**src/rtl/tsn_pkg.sv**
```systemverilog
// Shared constants and frame type for the tilt sensor network node
package tsn_pkg;

    typedef struct packed {
        logic [10:0] id;
        logic rtr;
        logic [3:0] dlc;
        logic [63:0] data;
    } tsn_frame_s;

    typedef enum logic [1:0] {
        TSN_INIT,
        TSN_PREOP,
        TSN_OPER,
        TSN_STOPPED
    } tsn_state_e;

    // Clock and millisecond tick
    localparam int CLK_HZ = 50_000_000;
    localparam int MS_TIME_MS = 1;
    localparam int MS_CYCLES = CLK_HZ / 1000 * MS_TIME_MS;

    // Network management command bytes
    localparam logic [7:0] NMT_START = 8'h01;
    localparam logic [7:0] NMT_STOP = 8'h02;
    localparam logic [7:0] NMT_PREOP = 8'h80;
    localparam logic [7:0] NMT_RESET_NODE = 8'h81;
    localparam logic [7:0] NMT_RESET_COMM = 8'h82;

    // Identifier bases, node id (stored address plus one) is added where it applies
    localparam logic [10:0] COB_NMT = 11'h000;
    localparam logic [10:0] COB_SYNC = 11'h080;
    localparam logic [10:0] COB_TPDO = 11'h180;
    localparam logic [10:0] COB_TSDO = 11'h580;
    localparam logic [10:0] COB_RSDO = 11'h600;
    localparam logic [10:0] COB_BOOT = 11'h700;

    // Parameter service command bytes
    localparam logic [7:0] SDO_UPLOAD_REQ = 8'h40;
    localparam logic [7:0] SDO_UP_REPLY_4 = 8'h43;
    localparam logic [7:0] SDO_UP_REPLY_2 = 8'h4B;
    localparam logic [7:0] SDO_UP_REPLY_1 = 8'h4F;
    localparam logic [7:0] SDO_DOWN_ACK = 8'h60;
    localparam logic [7:0] SDO_ABORT = 8'h80;
    localparam logic [2:0] SDO_DOWN_CCS = 3'h1;
    localparam logic [31:0] ABORT_BAD_CMD = 32'h0504_0001;
    localparam logic [31:0] ABORT_READ_ONLY = 32'h0601_0002;
    localparam logic [31:0] ABORT_NO_OBJECT = 32'h0602_0000;

    // Object indices
    localparam logic [15:0] OBJ_DEVICE_TYPE = 16'h1000;
    localparam logic [15:0] OBJ_CYCLIC_PERIOD = 16'h2200;
    localparam logic [15:0] OBJ_SYNC_SKIP = 16'h2201;
    localparam logic [15:0] OBJ_SYNC_ENABLE = 16'h2202;
    localparam logic [15:0] OBJ_NODE_ADDR = 16'h3000;
    localparam logic [15:0] OBJ_BIT_RATE = 16'h3001;
    localparam logic [15:0] OBJ_ANGLE_STEP = 16'h6000;
    localparam logic [15:0] OBJ_ANGLE_VALUE = 16'h6010;

    // Object lengths as coded by the length lookup
    localparam logic [1:0] LEN_NONE = 2'h0;
    localparam logic [1:0] LEN_1 = 2'h1;
    localparam logic [1:0] LEN_2 = 2'h2;
    localparam logic [1:0] LEN_4 = 2'h3;

    // Values after reset
    localparam logic [15:0] RST_CYCLIC_PERIOD = 16'h0000;
    localparam logic [7:0] RST_NODE_ADDR = 8'h00;
    localparam logic [7:0] RST_BIT_RATE = 8'h03;
    localparam logic [7:0] RST_ANGLE_STEP = 8'h0A;
    localparam logic [7:0] RST_SYNC_SKIP = 8'h00;
    localparam logic [7:0] RST_SYNC_ENABLE = 8'h00;
    // Arbitrary profile code, not tied to any product
    localparam logic [31:0] DEVICE_PROFILE_CODE = 32'h0001_0000;

    // Step select codes understood by the scaler
    localparam logic [7:0] STEP_HUNDREDTH = 8'h0A;
    localparam logic [7:0] STEP_TENTH = 8'h01;

endpackage
```
**src/rtl/tsn_angle_scaler.sv**
```systemverilog
// Angle scaling stage: resamples the raw angle every clock
`timescale 1ns/1ns
`default_nettype none
module tsn_angle_scaler import tsn_pkg::*; (
    input wire logic sys_clk_i,
    input wire logic srst_i,
    input wire logic [15:0] angle_raw_i,
    input wire logic [7:0] step_sel_i,
    output logic [15:0] scaled_o
);
    logic [15:0] scaled_q;
    logic [15:0] scaled_d;

    // Raw input is in hundredths of a degree; coarser steps divide it down
    always_comb begin
        if (step_sel_i == STEP_HUNDREDTH) begin
            scaled_d = angle_raw_i;
        end else if (step_sel_i == STEP_TENTH) begin
            scaled_d = angle_raw_i / 16'd10;
        end else begin
            scaled_d = angle_raw_i / 16'd100;
        end
    end

    always_ff @(posedge sys_clk_i) begin
        if (srst_i) begin
            scaled_q <= 16'h0000;
        end else begin
            scaled_q <= scaled_d;
        end
    end

    assign scaled_o = scaled_q;
endmodule // tsn_angle_scaler
`default_nettype wire

```
**src/rtl/tsn_node.sv**
```systemverilog
// Network node: state machine, parameter service and angle transmission
`timescale 1ns/1ns
`default_nettype none
module tsn_node import tsn_pkg::*; #(
    parameter int MS_TICKS = MS_CYCLES
) (
    input wire logic sys_clk_i,
    input wire logic srst_i,
    input wire logic rx_valid_i,
    input wire tsn_frame_s rx_frame_i,
    output logic tx_valid_o,
    input wire logic tx_ready_i,
    output tsn_frame_s tx_frame_o,
    input wire logic [15:0] angle_raw_i,
    output tsn_state_e node_state_o
);
    tsn_state_e state_q, state_d;
    logic [6:0] node_id_q, node_id_d;
    logic [15:0] period_q, period_d;
    logic [7:0] node_addr_q, node_addr_d;
    logic [7:0] bit_rate_q, bit_rate_d;
    logic [7:0] step_q, step_d;
    logic [7:0] skip_q, skip_d;
    logic [7:0] sync_en_q, sync_en_d;
    logic [7:0] skip_cnt_q, skip_cnt_d;
    logic [15:0] tick_q, tick_d;
    logic [15:0] ms_q, ms_d;
    logic boot_pend_q, boot_pend_d;
    logic pdo_pend_q, pdo_pend_d;
    logic sdo_pend_q, sdo_pend_d;
    logic [15:0] pdo_val_q, pdo_val_d;
    logic [63:0] sdo_data_q, sdo_data_d;
    logic tx_busy_q, tx_busy_d;
    tsn_frame_s tx_q, tx_d;
    logic [15:0] angle_scaled;
    logic [7:0] rx_b0, rx_b1, rx_sub;
    logic [15:0] rx_idx;
    logic [31:0] rx_val;
    logic [1:0] obj_len;
    logic pdo_fire;

    tsn_angle_scaler u_scaler (
        .sys_clk_i(sys_clk_i),
        .srst_i(srst_i),
        .angle_raw_i(angle_raw_i),
        .step_sel_i(step_q),
        .scaled_o(angle_scaled)
    );

    // Length of an object at sub-index zero, LEN_NONE when absent
    function automatic logic [1:0] len_of(input logic [15:0] idx,
                                         input logic [7:0] sub);
        if (sub != 8'h00) begin
            len_of = LEN_NONE;
        end else if (idx == OBJ_DEVICE_TYPE) begin
            len_of = LEN_4;
        end else if (idx == OBJ_CYCLIC_PERIOD || idx == OBJ_ANGLE_VALUE) begin
            len_of = LEN_2;
        end else if (idx == OBJ_SYNC_SKIP || idx == OBJ_SYNC_ENABLE ||
                     idx == OBJ_NODE_ADDR || idx == OBJ_BIT_RATE ||
                     idx == OBJ_ANGLE_STEP) begin
            len_of = LEN_1;
        end else begin
            len_of = LEN_NONE;
        end
    endfunction

    // Identifier of a node-specific message
    function automatic logic [10:0] cob(input logic [10:0] base,
                                        input logic [6:0] id);
        cob = base + {4'h0, id};
    endfunction

    assign rx_b0 = rx_frame_i.data[7:0];
    assign rx_b1 = rx_frame_i.data[15:8];
    assign rx_idx = rx_frame_i.data[23:8];
    assign rx_sub = rx_frame_i.data[31:24];
    assign rx_val = rx_frame_i.data[63:32];
    assign obj_len = len_of(rx_idx, rx_sub);

    always_comb begin
        state_d = state_q;
        node_id_d = node_id_q;
        period_d = period_q;
        node_addr_d = node_addr_q;
        bit_rate_d = bit_rate_q;
        step_d = step_q;
        skip_d = skip_q;
        sync_en_d = sync_en_q;
        skip_cnt_d = skip_cnt_q;
        tick_d = tick_q;
        ms_d = ms_q;
        boot_pend_d = boot_pend_q;
        pdo_pend_d = pdo_pend_q;
        sdo_pend_d = sdo_pend_q;
        pdo_val_d = pdo_val_q;
        sdo_data_d = sdo_data_q;
        tx_busy_d = tx_busy_q;
        tx_d = tx_q;
        pdo_fire = 1'b0;

        // Transmit stage first, so a pending set later in this cycle wins
        if (tx_busy_q && tx_ready_i) begin
            tx_busy_d = 1'b0;
        end else if (!tx_busy_q) begin
            if (boot_pend_q) begin
                tx_d = '{id: cob(COB_BOOT, node_id_q), rtr: 1'b0,
                         dlc: 4'd1, data: 64'h0};
                tx_busy_d = 1'b1;
                boot_pend_d = 1'b0;
            end else if (sdo_pend_q) begin
                tx_d = '{id: cob(COB_TSDO, node_id_q), rtr: 1'b0,
                         dlc: 4'd8, data: sdo_data_q};
                tx_busy_d = 1'b1;
                sdo_pend_d = 1'b0;
            end else if (pdo_pend_q && state_q == TSN_OPER) begin
                // Node id sits in the identifier, so arbitration orders
                // replies from several nodes with no local scheduling
                tx_d = '{id: cob(COB_TPDO, node_id_q), rtr: 1'b0,
                         dlc: 4'd2, data: {48'h0, pdo_val_q}};
                tx_busy_d = 1'b1;
                pdo_pend_d = 1'b0;
            end
        end

        // Millisecond base for the cyclic timer
        if (tick_q == 16'(MS_TICKS - 1)) begin
            tick_d = 16'h0000;
        end else begin
            tick_d = tick_q + 16'h0001;
        end
        if (state_q != TSN_OPER || period_q == 16'h0000) begin
            ms_d = 16'h0000;
        end else if (tick_q == 16'(MS_TICKS - 1)) begin
            if (ms_q + 16'h0001 >= period_q) begin
                ms_d = 16'h0000;
                pdo_fire = 1'b1;
            end else begin
                ms_d = ms_q + 16'h0001;
            end
        end

        if (state_q == TSN_INIT) begin
            node_id_d = 7'(node_addr_q + 8'h01);
            boot_pend_d = 1'b1;
            pdo_pend_d = 1'b0;
            sdo_pend_d = 1'b0;
            skip_cnt_d = 8'h00;
            state_d = TSN_PREOP;
        end else if (rx_valid_i) begin
            if (rx_frame_i.id == COB_NMT && rx_frame_i.dlc >= 4'd2 &&
                (rx_b1 == 8'h00 || rx_b1 == {1'b0, node_id_q})) begin
                case (rx_b0)
                    NMT_START: begin
                        if (state_q == TSN_PREOP) begin
                            state_d = TSN_OPER;
                        end
                    end
                    NMT_STOP: begin
                        if (state_q != TSN_STOPPED) begin
                            state_d = TSN_STOPPED;
                        end
                    end
                    NMT_PREOP: begin
                        state_d = TSN_PREOP;
                    end
                    NMT_RESET_NODE: begin
                        // Application parameters return to defaults
                        period_d = RST_CYCLIC_PERIOD;
                        node_addr_d = RST_NODE_ADDR;
                        bit_rate_d = RST_BIT_RATE;
                        step_d = RST_ANGLE_STEP;
                        skip_d = RST_SYNC_SKIP;
                        sync_en_d = RST_SYNC_ENABLE;
                        state_d = TSN_INIT;
                    end
                    NMT_RESET_COMM: begin
                        state_d = TSN_INIT;
                    end
                    default: begin
                    end
                endcase
            end else if (rx_frame_i.id == COB_SYNC && state_q == TSN_OPER &&
                         sync_en_q != 8'h00) begin
                if (skip_cnt_q == 8'h00) begin
                    pdo_fire = 1'b1;
                    skip_cnt_d = skip_q;
                end else begin
                    skip_cnt_d = skip_cnt_q - 8'h01;
                end
            end else if (rx_frame_i.id == cob(COB_TPDO, node_id_q) &&
                         rx_frame_i.rtr && state_q == TSN_OPER) begin
                pdo_fire = 1'b1;
            end else if (rx_frame_i.id == cob(COB_RSDO, node_id_q) &&
                         // A reply leaving this cycle frees the slot
                         !rx_frame_i.rtr && !sdo_pend_d &&
                         (state_q == TSN_PREOP ||
                          state_q == TSN_OPER)) begin
                sdo_pend_d = 1'b1;
                sdo_data_d = {32'h0, rx_sub, rx_idx, SDO_ABORT};
                if (obj_len == LEN_NONE) begin
                    sdo_data_d[63:32] = ABORT_NO_OBJECT;
                end else if (rx_b0 == SDO_UPLOAD_REQ) begin
                    if (obj_len == LEN_4) begin
                        sdo_data_d[7:0] = SDO_UP_REPLY_4;
                        sdo_data_d[63:32] = DEVICE_PROFILE_CODE;
                    end else if (obj_len == LEN_2) begin
                        sdo_data_d[7:0] = SDO_UP_REPLY_2;
                        sdo_data_d[47:32] = (rx_idx == OBJ_ANGLE_VALUE) ?
                                            angle_scaled : period_q;
                    end else begin
                        sdo_data_d[7:0] = SDO_UP_REPLY_1;
                        if (rx_idx == OBJ_SYNC_SKIP) begin
                            sdo_data_d[39:32] = skip_q;
                        end else if (rx_idx == OBJ_SYNC_ENABLE) begin
                            sdo_data_d[39:32] = sync_en_q;
                        end else if (rx_idx == OBJ_NODE_ADDR) begin
                            sdo_data_d[39:32] = node_addr_q;
                        end else if (rx_idx == OBJ_BIT_RATE) begin
                            sdo_data_d[39:32] = bit_rate_q;
                        end else begin
                            sdo_data_d[39:32] = step_q;
                        end
                    end
                end else if (rx_b0[7:5] == SDO_DOWN_CCS) begin
                    if (rx_idx == OBJ_DEVICE_TYPE ||
                        rx_idx == OBJ_ANGLE_VALUE) begin
                        sdo_data_d[63:32] = ABORT_READ_ONLY;
                    end else begin
                        sdo_data_d[7:0] = SDO_DOWN_ACK;
                        if (rx_idx == OBJ_CYCLIC_PERIOD) begin
                            period_d = rx_val[15:0];
                        end else if (rx_idx == OBJ_SYNC_SKIP) begin
                            skip_d = rx_val[7:0];
                            skip_cnt_d = 8'h00;
                        end else if (rx_idx == OBJ_SYNC_ENABLE) begin
                            sync_en_d = rx_val[7:0];
                        end else if (rx_idx == OBJ_NODE_ADDR) begin
                            // New address takes hold at the next communication reset; a node reset restores the default
                            node_addr_d = rx_val[7:0];
                        end else if (rx_idx == OBJ_BIT_RATE) begin
                            bit_rate_d = rx_val[7:0];
                        end else begin
                            step_d = rx_val[7:0];
                        end
                    end
                end else begin
                    sdo_data_d[63:32] = ABORT_BAD_CMD;
                end
            end
        end

        // Sampled at the trigger, so a queued frame keeps its moment
        if (pdo_fire && state_d == TSN_OPER) begin
            pdo_pend_d = 1'b1;
            pdo_val_d = angle_scaled;
        end
    end

    always_ff @(posedge sys_clk_i) begin
        if (srst_i) begin
            state_q <= TSN_INIT;
            node_id_q <= 7'h01;
            period_q <= RST_CYCLIC_PERIOD;
            node_addr_q <= RST_NODE_ADDR;
            bit_rate_q <= RST_BIT_RATE;
            step_q <= RST_ANGLE_STEP;
            skip_q <= RST_SYNC_SKIP;
            sync_en_q <= RST_SYNC_ENABLE;
            skip_cnt_q <= 8'h00;
            tick_q <= 16'h0000;
            ms_q <= 16'h0000;
            boot_pend_q <= 1'b0;
            pdo_pend_q <= 1'b0;
            sdo_pend_q <= 1'b0;
            pdo_val_q <= 16'h0000;
            sdo_data_q <= 64'h0;
            tx_busy_q <= 1'b0;
            tx_q <= '0;
        end else begin
            state_q <= state_d;
            node_id_q <= node_id_d;
            period_q <= period_d;
            node_addr_q <= node_addr_d;
            bit_rate_q <= bit_rate_d;
            step_q <= step_d;
            skip_q <= skip_d;
            sync_en_q <= sync_en_d;
            skip_cnt_q <= skip_cnt_d;
            tick_q <= tick_d;
            ms_q <= ms_d;
            boot_pend_q <= boot_pend_d;
            pdo_pend_q <= pdo_pend_d;
            sdo_pend_q <= sdo_pend_d;
            pdo_val_q <= pdo_val_d;
            sdo_data_q <= sdo_data_d;
            tx_busy_q <= tx_busy_d;
            tx_q <= tx_d;
        end
    end

    assign tx_valid_o = tx_busy_q;
    assign tx_frame_o = tx_q;
    assign node_state_o = state_q;
endmodule // tsn_node
`default_nettype wire

```
**config.mk**
```make
export PLATFORM = sky130hd
export DESIGN_NAME = tsn_node
export DESIGN_NICKNAME = d
export VERILOG_FILES = /design/src/rtl/tsn_pkg.sv /design/src/rtl/tsn_angle_scaler.sv /design/src/rtl/tsn_node.sv
export SDC_FILE = /design/constraint.sdc
export NUM_CORES = 1
export LEC_CHECK = 0
export BUFFER_PORTS_ARGS = -buffer_cell sky130_fd_sc_hd__buf_2
export CAP_MARGIN = 20
export CORE_MARGIN = 4
export CORE_UTILIZATION = 50
export DETAILED_ROUTE_END_ITERATION = 10
export GPL_ROUTABILITY_DRIVEN = 0
export GPL_TIMING_DRIVEN = 0
export PLACE_DENSITY = 0.7
export SETUP_SLACK_MARGIN = 0.15
export SLEW_MARGIN = 30
export SYNTH_ARGS = -nofsm -noshare
export SYNTH_HDL_FRONTEND = slang
export SYNTH_SLANG_ARGS = --single-unit
```
**constraint.sdc**
```tcl
create_clock -name sys_clk_i -period 56.1 [get_ports sys_clk_i]
set_input_delay 8.415 -clock sys_clk_i [delete_from_list [all_inputs] [get_ports sys_clk_i]]
set_output_delay 8.415 -clock sys_clk_i [all_outputs]
set_load 0.005 [all_outputs]
```
==> results by group <==
Cells and area
  • Antenna cells: 0
  • Nets: 2410
  • Layout area overhead: 13.6%
  • Share of cells above drive strength 1: 0.132
  • Post-route cell area: 18500 µm²
  • Most frequent cells in the layout: nor2_1, dfxtp_1, nand2_1
  • Fin cells: 2679
  • Most common cell after layout, fill and taps aside: nor2_1

Critical path
  • CP Data Arrival Time: 35.94 ns
  • Worst Setup SP: angle_raw_i[14]
  • CP delay by family, top: compound AO/OA/AOI/OAI gates
  • Reg2reg start: step_q[0]
  • Depth of the most critical reg-to-reg path: 119
  • Crit path kind: in2reg
  • Required time worst endpoint: 56.45 ns
  • Worst setup EP type: flip-flop
  • CP max stage delay: 0.63 ns
  • CP endpoint: u_scaler.scaled_o[0]
  • Internal reg-to-reg setup slack: 26.84 ns
  • Startpoint Class: primary input
  • CP max FO: 10
  • Top cell by count, worst path: ha_1
  • R2r endpoint: u_scaler.scaled_o[0]
  • CP max stage cell: nor4b_1
  • Buffers & Inverters on Critical Path: 8
  • Critical path depth: 118

Synthesis
  • Synth top area cells: dfxtp_1, ha_1, nor2_1
  • Number of synthesis warnings: 0
  • Yosys cell types: 118
  • Adder-cell share of the synthesized area: 0.0668
  • Seq cells post-synth: 257
  • Mux contribution to synthesized area: 0.0623
  • Post-synth EDFFs: 0
  • Mean Syn Cell Area: 8.00 µm²
  • Netlist Area Pre-Place: 16300 µm²
  • Share of the synthesized area in the top cell type: 0.316
  • Largest family of logic cells by synthesized area: simple AND/OR/NAND/NOR gates
  • Post-Synth Simple-Gate Area: 0.241
  • Compound-gate portion of the synthesized area: 0.223
  • Sequential share of the synthesized area: 0.316
  • Syn Inst Count: 2033
  • Most used DFF post-synth: dfxtp_1
  • XOR/XNOR Fraction of Synth Area: 0.0436
  • Cell taking the most area after synthesis: dfxtp_1
  • Ys async rst share: 0

CTS
  • TritonCTS clock tree: built
  • Setup Buffers After CTS: 0
  • H-tree level count: 1
  • Clk_lat worst skew: 0.54 ns
  • Clk root buf: clkbuf_16
  • Post-CTS Hold Fix Bufs: 0
  • Clock Tree Buf Depth: 3
  • Post_cts resized: 0
  • TritonCTS Buffers: 26
  • Reg clk slew, reported paths: 0.06 ns
  • Sink Count: 257

GRT
  • First-pass GRT wire length: 78.1 mm
  • Met3 Usage GRT: 0.0254
  • Initial antenna violation count: 1
  • Grt met1 use: 0.351
  • Met2 usage: 0.453
  • Pin count of the biggest net entering global routing: 40
  • Vias in the first global route: 14921
  • GRT Residual Overflow: 0
  • All-Layer GR Usage: 0.264
  • Layer carrying the most global-route usage: met2

STA
  • Hold_ws: 0.460 ns
  • Final Critical Period: 35.59 ns
  • Max transition margin: 0.350
  • Clock Skews: 0.0247 ns
  • Fin crit share: 0.634
  • RSZ-0062 raised after global routing: no
  • Actual slew at the worst max-slew pin: 0.968 ns
  • Fmax: 28.1 MHz
  • Final hold violations: 0
  • Setup TNS: 0 ns
  • Setup violators final: 0
  • Slew Viols, Final: 0

Route
  • Vias after detailed routing: 16041
  • Vias/cell: 5.99
  • Post-DRT Antenna Nets: 0
  • Detailed Routing Iterations Pass 1: 7
  • Drt total wl: 49.5 mm
  • DRT iter0 DRCs: 1330
  • # DRC: 0
  • DR WL/cell: 18.5 µm

Die
  • Std cell rows: 65
  • Core Region: 31800 µm²
  • Die width: 188 µm
  • Top Ports: 183
  • Die ar.: 35500 µm²
  • Initial core utilization: 0.512
  • Die height: 188 µm

Placed design
  • HPWL after DPL: 38.5 mm
  • Post-DP Area: 17600 µm²
  • Post-Place Cells: 2631
  • PortBufs: 151

Worst hold path
  • Hold Path Class: reg2reg

Run
  • Max-cap violations: 0

Power and ir drop
  • Combinational group share of total power: 0.660
  • Psw: 0.000467 W
  • Worst vdd rail ir drop: 0.0760 mV
  • Design Power: 0.00104 W
  • P_int: 0.000578 W
  • PwrDens: 56.5 nW/µm²
  • Clock power frac: 0.162
  • Sw frac: 0.447
  • Leakage: 7.47 nW
  • Flop pwr share: 0.178

Outcome
  • Outcome: finished, final reports clean
routing by layer:
| layer | vias to the layer above | routed length (µm) |
|---|---|---|
| li1 | 7739 | - |
| met1 | 7580 | 21600 |
| met2 | 627 | 23000 |
| met3 | 95 | 3290 |
| met4 | 0 | 1620 |
| met5 | - | 0 |
layout make-up:
| type | instances | area [µm²] |
|---|---|---|
| fill | 2973 | 13300 |
| multi-input combinational | 1612 | 10400 |
| sequential | 257 | 5140 |
| clock buffer | 42 | 802 |
| timing repair buffer | 152 | 761 |
| buffer | 123 | 562 |
| tap | 435 | 544 |
| inverter | 52 | 195 |
| clock inverter | 6 | 32.5 |
state kept, by name, indices dropped and copies added (netlist names), 2 cells and up:
| name | count |
|---|---|
| node_id_q | 7 |
| period_q | 16 |
| node_state_o | 2 |
| tx_frame_o | 66 |
| sdo_data_q | 50 |
| node_addr_q | 8 |
| bit_rate_q | 8 |
| tick_q | 16 |
| skip_cnt_q | 8 |
| sync_en_q | 8 |
| ms_q | 16 |
| pdo_val_q | 16 |
| step_q | 8 |
| u_scaler.scaled_o | 16 |
| skip_q | 8 |
per-stage QoR:
step	setup slack (ns)	util
finish	20.51	0.581
detailed placement	20.48	0.555
global placement	21.04	0.554
global route	18.76	0.581
floorplan	24.74	-
CTS	20.85	0.581
worst register-to-register path: cells and delay by family, from the launching register on:
family | cells | cell delay (ns)
muxes | 7 | 2.26
DFF | 1 | 0.48
and+or+nand+nor | 44 | 9.78
xor gates and xnor gates | 2 | 0.54
adders and majority gates | 14 | 4.57
AOI/OAI and AO/OA | 45 | 9.71
buffers and inverters | 7 | 1.74
cells by family after synthesis:
logic type / count (synthesis)
other cells: 1
simple gates: 821
flops: 257
fa+ha+maj: 87
xor+xnor: 81
compound gates: 515
mux: 96
buf+inv: 175
how the worst min path moves through the flow:
stage | cells after the start | to | startpoint | slack (ns)
floorplan | 1 | tick_q[0] | tick_q[0] | 0.43
global placement | 2 | sdo_data_q[24] | sdo_data_q[24] | 0.44
detailed placement | 2 | sdo_data_q[23] | sdo_data_q[23] | 0.45
CTS | 2 | sdo_data_q[23] | sdo_data_q[23] | 0.46
global route | 2 | sdo_data_q[19] | sdo_data_q[19] | 0.47
finish | 2 | sdo_data_q[17] | sdo_data_q[17] | 0.46
power by group through the flow:
stage	sequential, W	combinational [W]	clock, W
final	0.000186	0.000690	0.000169
after global routing	0.000186	0.000758	0.000177
after CTS	0.000186	0.000682	0.000170
after detailed placement	0.000190	0.000678	0
after global placement	0.000190	0.000659	0
after floorplan	0.000189	0.000552	0
cell usage after synthesis (24+ instances only):
| cell type | n |
|---|---|
| mux2i_1 | 71 |
| inv_1 | 50 |
| a211oi_1 | 24 |
| o21ai_0 | 78 |
| nand3_1 | 46 |
| dfxtp_1 | 257 |
| xor2_1 | 32 |
| clkbuf_1 | 96 |
| nand2b_1 | 32 |
| nor2_1 | 283 |
| a22oi_1 | 64 |
| xnor2_1 | 49 |
| ha_1 | 86 |
| nand2_1 | 224 |
| a21oi_1 | 135 |
| nor3_1 | 53 |
(Power assumes the default switching activity.)
